File: config.mk
export PLATFORM = sky130hd
export DESIGN_NAME = three_phase_gate_drive_logic
export DESIGN_NICKNAME = d
export VERILOG_FILES = /design/src/rtl/gate_drive_pkg.sv /design/src/rtl/pin_sync.sv /design/src/rtl/phase_dead_time.sv /design/src/rtl/three_phase_gate_drive_logic.sv
export SDC_FILE = /design/constraint.sdc
export NUM_CORES = 1
export LEC_CHECK = 0
export BUFFER_PORTS_ARGS = -buffer_cell sky130_fd_sc_hd__buf_2
export CAP_MARGIN = 20
export CORE_AREA = 2 2 89 126
export DETAILED_ROUTE_END_ITERATION = 7
export DIE_AREA = 0 0 91 128
export PLACE_DENSITY = 0.77
export SLEW_MARGIN = 25
export SYNTH_ARGS = -nofsm -noshare
export SYNTH_HDL_FRONTEND = slang
export SYNTH_HIERARCHICAL = 1
export SYNTH_SLANG_ARGS = --single-unit
File: constraint.sdc
create_clock -name clk_sys -period 2.2 [get_ports clk_sys]
set_clock_uncertainty 0.1 [all_clocks]
set_input_delay 0.11 -clock clk_sys [delete_from_list [all_inputs] [get_ports clk_sys]]
set_output_delay 0.11 -clock clk_sys [all_outputs]
set_load 0.01 [all_outputs]
File: src/rtl/gate_drive_pkg.sv
// shared constants, register map and gate mapping for the three-phase gate drive logic
package gate_drive_pkg;

   ////////////////////////////////////////////////////////////////////////////////
   // clock and timebase
   localparam int unsigned CLK_MHZ = 200;
   localparam int unsigned TICK_NS = 100;
   localparam logic [4:0] TICK_CYCLES = 5'(TICK_NS * CLK_MHZ / 1000);

   ////////////////////////////////////////////////////////////////////////////////
   // timing, figures in ns, counts in ticks
   localparam int unsigned DRIVE_DELAY_NS = 3000;
   localparam int unsigned HIGH_TURNON_DEAD_TIME_NS = 3000;
   localparam int unsigned LOW_TURNON_DEAD_TIME_NS = 3000;
   localparam int unsigned LIMIT_DETECT_LATENCY_NS = 1500;
   localparam logic [5:0] DRIVE_DELAY_TICKS = 6'((DRIVE_DELAY_NS + TICK_NS - 1) / TICK_NS);
   localparam logic [5:0] HIGH_DEAD_TICKS =
      6'((HIGH_TURNON_DEAD_TIME_NS + TICK_NS - 1) / TICK_NS);
   localparam logic [5:0] LOW_DEAD_TICKS = 6'((LOW_TURNON_DEAD_TIME_NS + TICK_NS - 1) / TICK_NS);
   localparam logic [5:0] LIMIT_TICKS = 6'((LIMIT_DETECT_LATENCY_NS + TICK_NS - 1) / TICK_NS);

   ////////////////////////////////////////////////////////////////////////////////
   // register map, byte addresses
   localparam logic [3:0] CTRL_OFFSET = 4'h0;
   localparam logic [3:0] STATUS_OFFSET = 4'h4;
   localparam logic [3:0] INT_STATUS_OFFSET = 4'h8;
   localparam logic [3:0] INT_MASK_OFFSET = 4'hC;
   localparam logic CTRL_RESET = 1'h1;
   localparam logic [4:0] INT_MASK_RESET = 5'h00;

   // error / event bit positions, shared by status, int status and int mask; the await bit and gate fields are in status only
   localparam int unsigned ERR_OVERTEMP_BIT = 0;
   localparam int unsigned ERR_OVERVOLT_BIT = 1;
   localparam int unsigned ERR_CURLIM_BIT = 2;
   localparam int unsigned ERR_FUSE_BIT = 3;
   localparam int unsigned ERR_SUPPLY_BIT = 4;
   localparam int unsigned STAT_AWAIT_BIT = 5;
   localparam int unsigned STAT_HIGH_LSB = 8;
   localparam int unsigned STAT_LOW_LSB = 12;

   ////////////////////////////////////////////////////////////////////////////////
   // wanted gates of one phase, {high, low}
   function automatic logic [1:0] phase_want(input logic [1:0] mode, input logic hse,
                                             input logic lse, input logic pwm);
      logic [1:0] want;
      want = 2'h0;
      if (hse && !lse)
      begin
         case (mode)
            2'h0: want = 2'h2;
            2'h1: want = 2'h2;
            2'h2: want = {pwm, 1'b0};
            default: want = {pwm, ~pwm};
         endcase
      end
      else if (lse && !hse)
      begin
         case (mode)
            2'h0: want = {1'b0, pwm};
            2'h1: want = {~pwm, pwm};
            2'h2: want = 2'h1;
            default: want = 2'h1;
         endcase
      end
      return want;
   endfunction

endpackage

File: src/rtl/pin_sync.sv
// two flip-flop synchroniser bank for asynchronous pins
`timescale 1ns/100ps
`default_nettype none
module pin_sync #(parameter int unsigned WIDTH = 8)
(
   input wire logic clk_sys,
   input wire logic reset,
   input wire logic [WIDTH-1:0] pin_async,
   output logic [WIDTH-1:0] pin_synced
);
   logic [WIDTH-1:0] stage1_reg;

   always_ff @(posedge clk_sys)
   begin
      if (reset)
      begin
         stage1_reg <= '0;
         pin_synced <= '0;
      end
      else
      begin
         stage1_reg <= pin_async;
         pin_synced <= stage1_reg;
      end
   end
endmodule
`default_nettype wire

File: src/rtl/phase_dead_time.sv
// one phase: dead-time guarded high and low gate commands
`timescale 1ns/100ps
`default_nettype none
module phase_dead_time
   import gate_drive_pkg::*;
(
   input wire logic clk_sys,
   input wire logic reset,
   input wire logic tick,
   input wire logic want_high,
   input wire logic want_low,
   output logic high_gate_cmd,
   output logic low_gate_cmd
);
   logic [5:0] high_cnt_reg;
   logic [5:0] low_cnt_reg;
   wire high_hold = !want_high || low_gate_cmd;
   wire low_hold = !want_low || high_gate_cmd;
   wire high_ready = (high_cnt_reg == HIGH_DEAD_TICKS) && !low_gate_cmd;
   wire low_ready = (low_cnt_reg == LOW_DEAD_TICKS) && !high_gate_cmd;

   ////////////////////////////////////////////////////////////////////////////////
   // turn-off at once, turn-on only after the opposite gate stayed off
   always_ff @(posedge clk_sys)
   begin
      if (reset || high_hold)
         high_cnt_reg <= 6'h00;
      else if (tick && !high_ready)
         high_cnt_reg <= high_cnt_reg + 6'h01;
   end

   always_ff @(posedge clk_sys)
   begin
      if (reset || low_hold)
         low_cnt_reg <= 6'h00;
      else if (tick && !low_ready)
         low_cnt_reg <= low_cnt_reg + 6'h01;
   end

   always_ff @(posedge clk_sys)
   begin
      if (reset)
      begin
         high_gate_cmd <= 1'b0;
         low_gate_cmd <= 1'b0;
      end
      else
      begin
         high_gate_cmd <= want_high && (high_gate_cmd || high_ready);
         low_gate_cmd <= want_low && (low_gate_cmd || low_ready);
      end
   end
endmodule
`default_nettype wire

File: src/rtl/three_phase_gate_drive_logic.sv
// top: mode mapping, fault latches, timebase and avalon register slave
`timescale 1ns/100ps
`default_nettype none

// How it works
// gates switch 3 us after pwm edge
// complementary chop alternates, each turn-on delayed
// overtemp/overvolt latch drives off till next cycle
// current limit latched off till next cycle
// controller toggles pwm to re-enable drives
// blown fuse forces all gates off forever
// comparator trip sets limit bit, stops current
// overtemp/overvolt set error bit, stop current
// each phase uses own pair; equal means off
// mode 00: high steady, low chops
// mode 10: high chops, low steady
// mode 01: high steady, low complementary chop
// mode 11: high complementary chop, low steady
// dead time keeps both switches apart
// comparator low for latency sets limit
// low logic supply keeps drives off
// limit kills chopped gates, overfaults kill all
// complementary: one follows pwm, other inverse
module three_phase_gate_drive_logic
   import gate_drive_pkg::*;
(
   input wire logic clk_sys,
   input wire logic reset,
   input wire logic pwm_in,
   input wire logic chop_select_bit0,
   input wire logic chop_select_bit1,
   input wire logic [2:0] high_side_enable_in,
   input wire logic [2:0] low_side_enable_in,
   input wire logic overtemp_flag,
   input wire logic overvolt_flag,
   input wire logic current_sense_n,
   input wire logic supply_fuse_blown,
   input wire logic logic_supply_low,
   input wire logic [3:0] avs_address,
   input wire logic avs_read,
   input wire logic avs_write,
   input wire logic [31:0] avs_writedata,
   input wire logic [3:0] avs_byteenable,
   output logic [31:0] avs_readdata,
   output logic avs_waitrequest,
   output logic [2:0] high_gate_cmd,
   output logic [2:0] low_gate_cmd,
   output logic irq
);

   ////////////////////////////////////////////////////////////////////////////////
   // pin synchronisers
   logic [13:0] pins_synced;
   logic pwm_sync;
   logic [1:0] mode_sync;
   logic [2:0] hse_sync;
   logic [2:0] lse_sync;
   logic ot_sync;
   logic ov_sync;
   logic sense_n_sync;
   logic fuse_sync;
   logic supply_low_sync;

   pin_sync #(.WIDTH(14)) u_pin_sync
   (
      .clk_sys(clk_sys),
      .reset(reset),
      .pin_async({pwm_in, chop_select_bit1, chop_select_bit0, high_side_enable_in,
                  low_side_enable_in, overtemp_flag, overvolt_flag, current_sense_n,
                  supply_fuse_blown, logic_supply_low}),
      .pin_synced(pins_synced)
   );

   assign pwm_sync = pins_synced[13];
   assign mode_sync = pins_synced[12:11];
   assign hse_sync = pins_synced[10:8];
   assign lse_sync = pins_synced[7:5];
   assign ot_sync = pins_synced[4];
   assign ov_sync = pins_synced[3];
   assign sense_n_sync = pins_synced[2];
   assign fuse_sync = pins_synced[1];
   assign supply_low_sync = pins_synced[0];

   ////////////////////////////////////////////////////////////////////////////////
   // timebase: one-cycle tick every TICK_CYCLES clocks
   logic [4:0] div_reg;
   logic tick_reg;
   wire div_wrap = (div_reg == TICK_CYCLES - 5'h01);

   always_ff @(posedge clk_sys)
   begin
      if (reset)
      begin
         div_reg <= 5'h00;
         tick_reg <= 1'b0;
      end
      else
      begin
         div_reg <= div_wrap ? 5'h00 : div_reg + 5'h01;
         tick_reg <= div_wrap;
      end
   end

   ////////////////////////////////////////////////////////////////////////////////
   // pwm edges and delayed copy that the gates follow
   logic pwm_prev_reg;
   logic pwm_applied_reg;
   logic delay_pending_reg;
   logic [5:0] delay_cnt_reg;
   wire pwm_edge = pwm_sync ^ pwm_prev_reg;
   wire pwm_rise = pwm_sync && !pwm_prev_reg;
   wire delay_done = delay_pending_reg && tick_reg && (delay_cnt_reg == 6'h01);

   always_ff @(posedge clk_sys)
   begin
      if (reset)
         pwm_prev_reg <= 1'b0;
      else
         pwm_prev_reg <= pwm_sync;
   end

   always_ff @(posedge clk_sys)
   begin
      if (reset)
      begin
         delay_pending_reg <= 1'b0;
         delay_cnt_reg <= 6'h00;
      end
      else if (pwm_edge)
      begin
         delay_pending_reg <= 1'b1;
         delay_cnt_reg <= DRIVE_DELAY_TICKS;
      end
      else if (delay_done)
         delay_pending_reg <= 1'b0;
      else if (delay_pending_reg && tick_reg)
         delay_cnt_reg <= delay_cnt_reg - 6'h01;
   end

   always_ff @(posedge clk_sys)
   begin
      if (reset)
         pwm_applied_reg <= 1'b0;
      else if (delay_done)
         pwm_applied_reg <= pwm_sync;
   end

   ////////////////////////////////////////////////////////////////////////////////
   // current-sense qualification
   logic [5:0] limit_cnt_reg;
   wire limit_trip = (limit_cnt_reg == LIMIT_TICKS);

   always_ff @(posedge clk_sys)
   begin
      if (reset || sense_n_sync)
         limit_cnt_reg <= 6'h00;
      else if (tick_reg && !limit_trip)
         limit_cnt_reg <= limit_cnt_reg + 6'h01;
   end

   ////////////////////////////////////////////////////////////////////////////////
   // error latches, cleared by the next pwm cycle start; the fuse latch only by reset
   logic ot_latch_reg;
   logic ov_latch_reg;
   logic cl_latch_reg;
   logic fuse_latch_reg;
   logic await_toggle_reg;
   logic supply_low_prev_reg;

   wire ot_next = ot_sync || (ot_latch_reg && !pwm_rise);
   wire ov_next = ov_sync || (ov_latch_reg && !pwm_rise);
   wire cl_next = limit_trip || (cl_latch_reg && !pwm_rise);
   wire fuse_next = fuse_sync || fuse_latch_reg;
   // power-up and supply dips wait for a fresh pwm cycle
   wire await_next = supply_low_sync || (await_toggle_reg && !pwm_rise);

   always_ff @(posedge clk_sys)
   begin
      if (reset)
         ot_latch_reg <= 1'b0;
      else
         ot_latch_reg <= ot_next;
   end

   always_ff @(posedge clk_sys)
   begin
      if (reset)
         ov_latch_reg <= 1'b0;
      else
         ov_latch_reg <= ov_next;
   end

   always_ff @(posedge clk_sys)
   begin
      if (reset)
         cl_latch_reg <= 1'b0;
      else
         cl_latch_reg <= cl_next;
   end

   always_ff @(posedge clk_sys)
   begin
      if (reset)
         fuse_latch_reg <= 1'b0;
      else
         fuse_latch_reg <= fuse_next;
   end

   always_ff @(posedge clk_sys)
   begin
      if (reset)
         await_toggle_reg <= 1'b1;
      else
         await_toggle_reg <= await_next;
   end

   always_ff @(posedge clk_sys)
   begin
      if (reset)
         supply_low_prev_reg <= 1'b0;
      else
         supply_low_prev_reg <= supply_low_sync;
   end

   ////////////////////////////////////////////////////////////////////////////////
   // gate mapping per phase
   logic drive_enable_reg;
   wire all_off = fuse_latch_reg || ot_latch_reg || ov_latch_reg || supply_low_sync
                  || await_toggle_reg || !drive_enable_reg;
   // limit holds pwm low: chopped turn-ons go, inverse chopped gates turn on, steady gates stay
   wire pwm_eff = pwm_applied_reg && !cl_latch_reg;
   logic [2:0] want_high;
   logic [2:0] want_low;

   for (genvar ph = 0; ph < 3; ph++)
   begin : g_phase
      wire [1:0] want = phase_want(mode_sync, hse_sync[ph], lse_sync[ph], pwm_eff);

      assign want_high[ph] = want[1] && !all_off;
      assign want_low[ph] = want[0] && !all_off;

      phase_dead_time u_phase
      (
         .clk_sys(clk_sys),
         .reset(reset),
         .tick(tick_reg),
         .want_high(want_high[ph]),
         .want_low(want_low[ph]),
         .high_gate_cmd(high_gate_cmd[ph]),
         .low_gate_cmd(low_gate_cmd[ph])
      );
   end

   ////////////////////////////////////////////////////////////////////////////////
   // events into sticky interrupt status
   logic [4:0] int_status_reg;
   logic [4:0] int_mask_reg;

   // a latch or level that is about to rise
   function automatic logic rose_now(input logic level_next, input logic level_now);
      return level_next && !level_now;
   endfunction

   wire [4:0] events = {rose_now(supply_low_sync, supply_low_prev_reg),
                        rose_now(fuse_next, fuse_latch_reg),
                        rose_now(cl_next, cl_latch_reg),
                        rose_now(ov_next, ov_latch_reg),
                        rose_now(ot_next, ot_latch_reg)};

   ////////////////////////////////////////////////////////////////////////////////
   // avalon slave: waitrequest drops one cycle after the request
   wire req = avs_read || avs_write;
   wire accept = req && !avs_waitrequest;
   wire wr_lane0 = avs_write && !avs_waitrequest && avs_byteenable[0];
   wire sel_ctrl = (avs_address == CTRL_OFFSET);
   wire sel_status = (avs_address == STATUS_OFFSET);
   wire sel_int = (avs_address == INT_STATUS_OFFSET);
   wire sel_mask = (avs_address == INT_MASK_OFFSET);
   wire [4:0] int_clear = (wr_lane0 && sel_int) ? avs_writedata[4:0] : 5'h00;
   // set wins over a simultaneous clear
   wire [4:0] int_status_next = (int_status_reg & ~int_clear) | events;

   wire [31:0] status_word = {16'h0000, 1'b0, low_gate_cmd, 1'b0, high_gate_cmd, 2'h0,
                              await_toggle_reg, supply_low_sync, fuse_latch_reg,
                              cl_latch_reg, ov_latch_reg, ot_latch_reg};
   wire [31:0] read_mux = sel_ctrl ? {31'h0, drive_enable_reg} :
                          sel_status ? status_word :
                          sel_int ? {27'h0, int_status_reg} :
                          sel_mask ? {27'h0, int_mask_reg} : 32'h00000000;

   always_ff @(posedge clk_sys)
   begin
      if (reset)
         avs_waitrequest <= 1'b1;
      else
         avs_waitrequest <= !(req && avs_waitrequest) || accept;
   end

   // captured with the request, stands in the answer cycle
   always_ff @(posedge clk_sys)
   begin
      if (reset)
         avs_readdata <= 32'h00000000;
      else if (avs_read && avs_waitrequest)
         avs_readdata <= read_mux;
   end

   ////////////////////////////////////////////////////////////////////////////////
   // control and mask registers
   always_ff @(posedge clk_sys)
   begin
      if (reset)
         drive_enable_reg <= CTRL_RESET;
      else if (wr_lane0 && sel_ctrl)
         drive_enable_reg <= avs_writedata[0];
   end

   always_ff @(posedge clk_sys)
   begin
      if (reset)
         int_mask_reg <= INT_MASK_RESET;
      else if (wr_lane0 && sel_mask)
         int_mask_reg <= avs_writedata[4:0];
   end

   ////////////////////////////////////////////////////////////////////////////////
   // sticky status and level interrupt
   always_ff @(posedge clk_sys)
   begin
      if (reset)
         int_status_reg <= 5'h00;
      else
         int_status_reg <= int_status_next;
   end

   always_ff @(posedge clk_sys)
   begin
      if (reset)
         irq <= 1'b0;
      else
         irq <= |(int_status_next & int_mask_reg);
   end

endmodule
`default_nettype wire

==> flow_summary_export.csv <==
group,metric,value,unit
global_route,overflow,0,
cells_and_area,layout_commonest_cell,"dfxtp_1",
die,row_count,45,
die,coreArea,10600,um2
synth,ys_types,65,
worst_setup_path,cp.arrival,2.30,ns
cells_and_area,multi_input_area,2920,um2
power,comb_power_share,4.3,%
die,die-width,91,um
worst_setup_path,reg2reg_from,"ov_latch_reg$_SDFF_PP0_",
timing,fmax,488,MHz
synth,synth_edf_count,0,
drt,routedWlPerCell,14.3,um
drt,drc,0,
timing,finalSetupViolCount,0,
place,place_area,5930,um2
worst_setup_path,critPathMaxFanout,6,
power,p_sw,1210,uW
cts,cts_sinks,122,
place,numPlacedInstances,764,
cells_and_area,drive_gt1_share,19.9,%
worst_setup_path,worstSetupPathType,"reg2reg",
place,gp_congestion,0.840,
synth,synth_ff_type,"dfxtp_1",
drt,wirelength,11700,um
cells_and_area,final_area,6750,um2
cells_and_area,fin_cells,818,
timing,tns,0,ns
cells_and_area,final_nets,739,
timing,finalHoldViolations,0,
cells_and_area,seq_area,2440,um2
drt,ant_nets,0,
synth,synthArstFlopShare,0,%
die,start_util,53.5,%
worst_setup_path,critPathLaunch,"ov_latch_reg$_SDFF_PP0_",
global_route,grt_max_degree,47,
power,p_leak,0.00263,uW
cells_and_area,area_delta_synth_final,19.3,%
synth,yosysSeqAreaShare,43.1,%
timing,maxSlewHeadroom,44.2,%
global_route,grt_pass1_vias,4431,
power,intPower,4050,uW
power,vdd_ir_drop_max,0.802,mV
synth,ys_warn_count,6,
cells_and_area,antennaDiodeCount,0,
timing,final_min_period_over_clock_period,93.2,%
global_route,track_usage,21.1,%
drt,firstDrtPassIters,4,
cells_and_area,fillCellCount,861,
place,port_buffers,47,
worst_setup_path,end_kind,"register",
cts,clkTransAtPathRegs,0.06,ns
power,clockPowerShare,52.2,%
die,io_pins,98,
power,powerDensity,779,nW/um2
cts,insertion_delay,0.41,ns
cts,cts_tree,"yes",
cts,root_buffer,"clkbuf_16",
worst_hold_path,hold_path.startpoint,"avs_address[1]",
worst_setup_path,start_kind,"register",
worst_setup_path,required,2.44,ns
drt,vias,4471,
synth,avgSynthCellArea,9.56,um2
drt,drt-initial-drc-count,216,
cells_and_area,final_cell_mix,"122 x dfxtp_1, 49 x nor2_1, 47 x buf_2, 34 x nor2b_1, 34 x nand2_1",
worst_hold_path,min_delay_path_depth,5,
flow_run,timing.max_cap.violations,0,
timing,rsz0062_at_grt,"no",
power,power.share.sequential,43.5,%
worst_hold_path,hp-class,"in2reg",
cts,cts_buffers,17,
global_route,antenna_found_initial,0,
run_status,status,"finished, final reports clean",
synth,netlist_instances,592,
synth,synthesis.area,5660,um2
global_route,grt_pass1_wl,19900,um
timing,min_period,2.05,ns
worst_setup_path,reg2reg_depth,7,
synth,ys_ff_latch,122,
drt,vias_per_cell,5.47,
die,die-area,11600,um2
place,hpwl,7730,um
timing,final_max_slew_viol_count,0,
cts,clk_path_buf_depth,2,
die,die_y,128,um
power,p_sw_share,22.9,%
timing,worst_slew_pin_slew,0.837,ns
cts,htree_levels,4,
[worst max-delay path: stages, from the launching register on]
cell and delay [ns]:
dfxtp_1 0.33, nor4_1 0.32, nand3b_1 0.13, buf_4 0.18
nor2_1 0.23, nor3b_4 0.25, or3b_1 0.36, o21ai_1 0.07
[power by group through the flow]
stage | sequential (uW) | clock [uW] | combinational [uW]
floorplan | 2330 | 0 | 162
global placement | 2330 | 0 | 189
detailed placement | 2330 | 0 | 196
CTS | 2290 | 2800 | 226
global route | 2290 | 2890 | 253
finish | 2290 | 2740 | 228
[cells in the mapped netlist (13+ instances only)]
master	count	share of area, %
nor2_1	49	3.2
a22oi_1	13	1.7
a31oi_1	18	2.0
dfxtp_1	122	43
o21ai_0	13	1.1
a21oi_1	26	2.3
nor2b_1	34	3.8
nand2_1	34	2.3
ha_1	17	3.8
buf_4	23	3.1
mux2i_1	18	3.2
inv_1	30	2.0
[routing by layer]
metal | up-vias | share of wire (%) | global-route usage (%)
li1 | 2227 | - | -
met1 | 2153 | 41 | 22.6
met2 | 77 | 54 | 38.8
met3 | 14 | 3.1 | 5.76
met4 | 0 | 1.5 | 9.00
met5 | - | 0 | 0
[cell families (layout without fill, tap and decap cells)]
kind of cell	after synthesis	after routing	share of synthesized area, %
flops	122	122	43.1
mux	24	24	4.58
xor+xnor	11	11	1.70
buf+inv	71	137	6.79
fa+ha+maj	17	17	3.76
other cells	1	20	0.0662
compound gates	125	125	15.5
simple gates	221	221	24.4
[area by class of cell]
class,instances,share of cell area [%]
Multi-Input combinational cell,418,43.2
Sequential cell,122,36.2
Timing Repair Buffer,75,7.56
Clock buffer,17,6.30
Tap cell,141,2.61
Clock inverter,15,2.50
Inverter,30,1.67
[metrics by stage]
| stage | setup slack, ns | total power (uW) | hold slack, ns | util, % |
|---|---|---|---|---|
| floorplan | 0.371 | 2490 | 0.0861 | - |
| global placement | 0.245 | 2520 | 0.221 | 56.0 |
| detailed placement | 0.137 | 2530 | 0.222 | 56.0 |
| CTS | 0.0585 | 5310 | 0.0328 | 63.6 |
| global route | 0.0127 | 5430 | 0.0606 | 63.8 |
| finish | 0.150 | 5260 | 0.0436 | 63.8 |
[worst paths after layout]
| check | to | slack [ns] |
|---|---|---|
| min reg2reg | u_pin_sync/pin_synced[5]$_SDFF_PP0_ | 0.33 |
| min | int_status_reg[3]$_SDFF_PP0_ | 0.04 |
| max reg2reg | g_phase[2].u_phase/high_cnt_reg[3]$_SDFFE_PP0P_ | 0.15 |
| max | g_phase[2].u_phase/high_cnt_reg[3]$_SDFFE_PP0P_ | 0.15 |
[what timing repair did]
item	in CTS	in global routing
resized for setup	0	3
setup endpoints to repair	0	15
setup buffers	0	1
hold endpoints to repair	26	0
hold buffers	21	0
(Power assumes the default switching activity.)
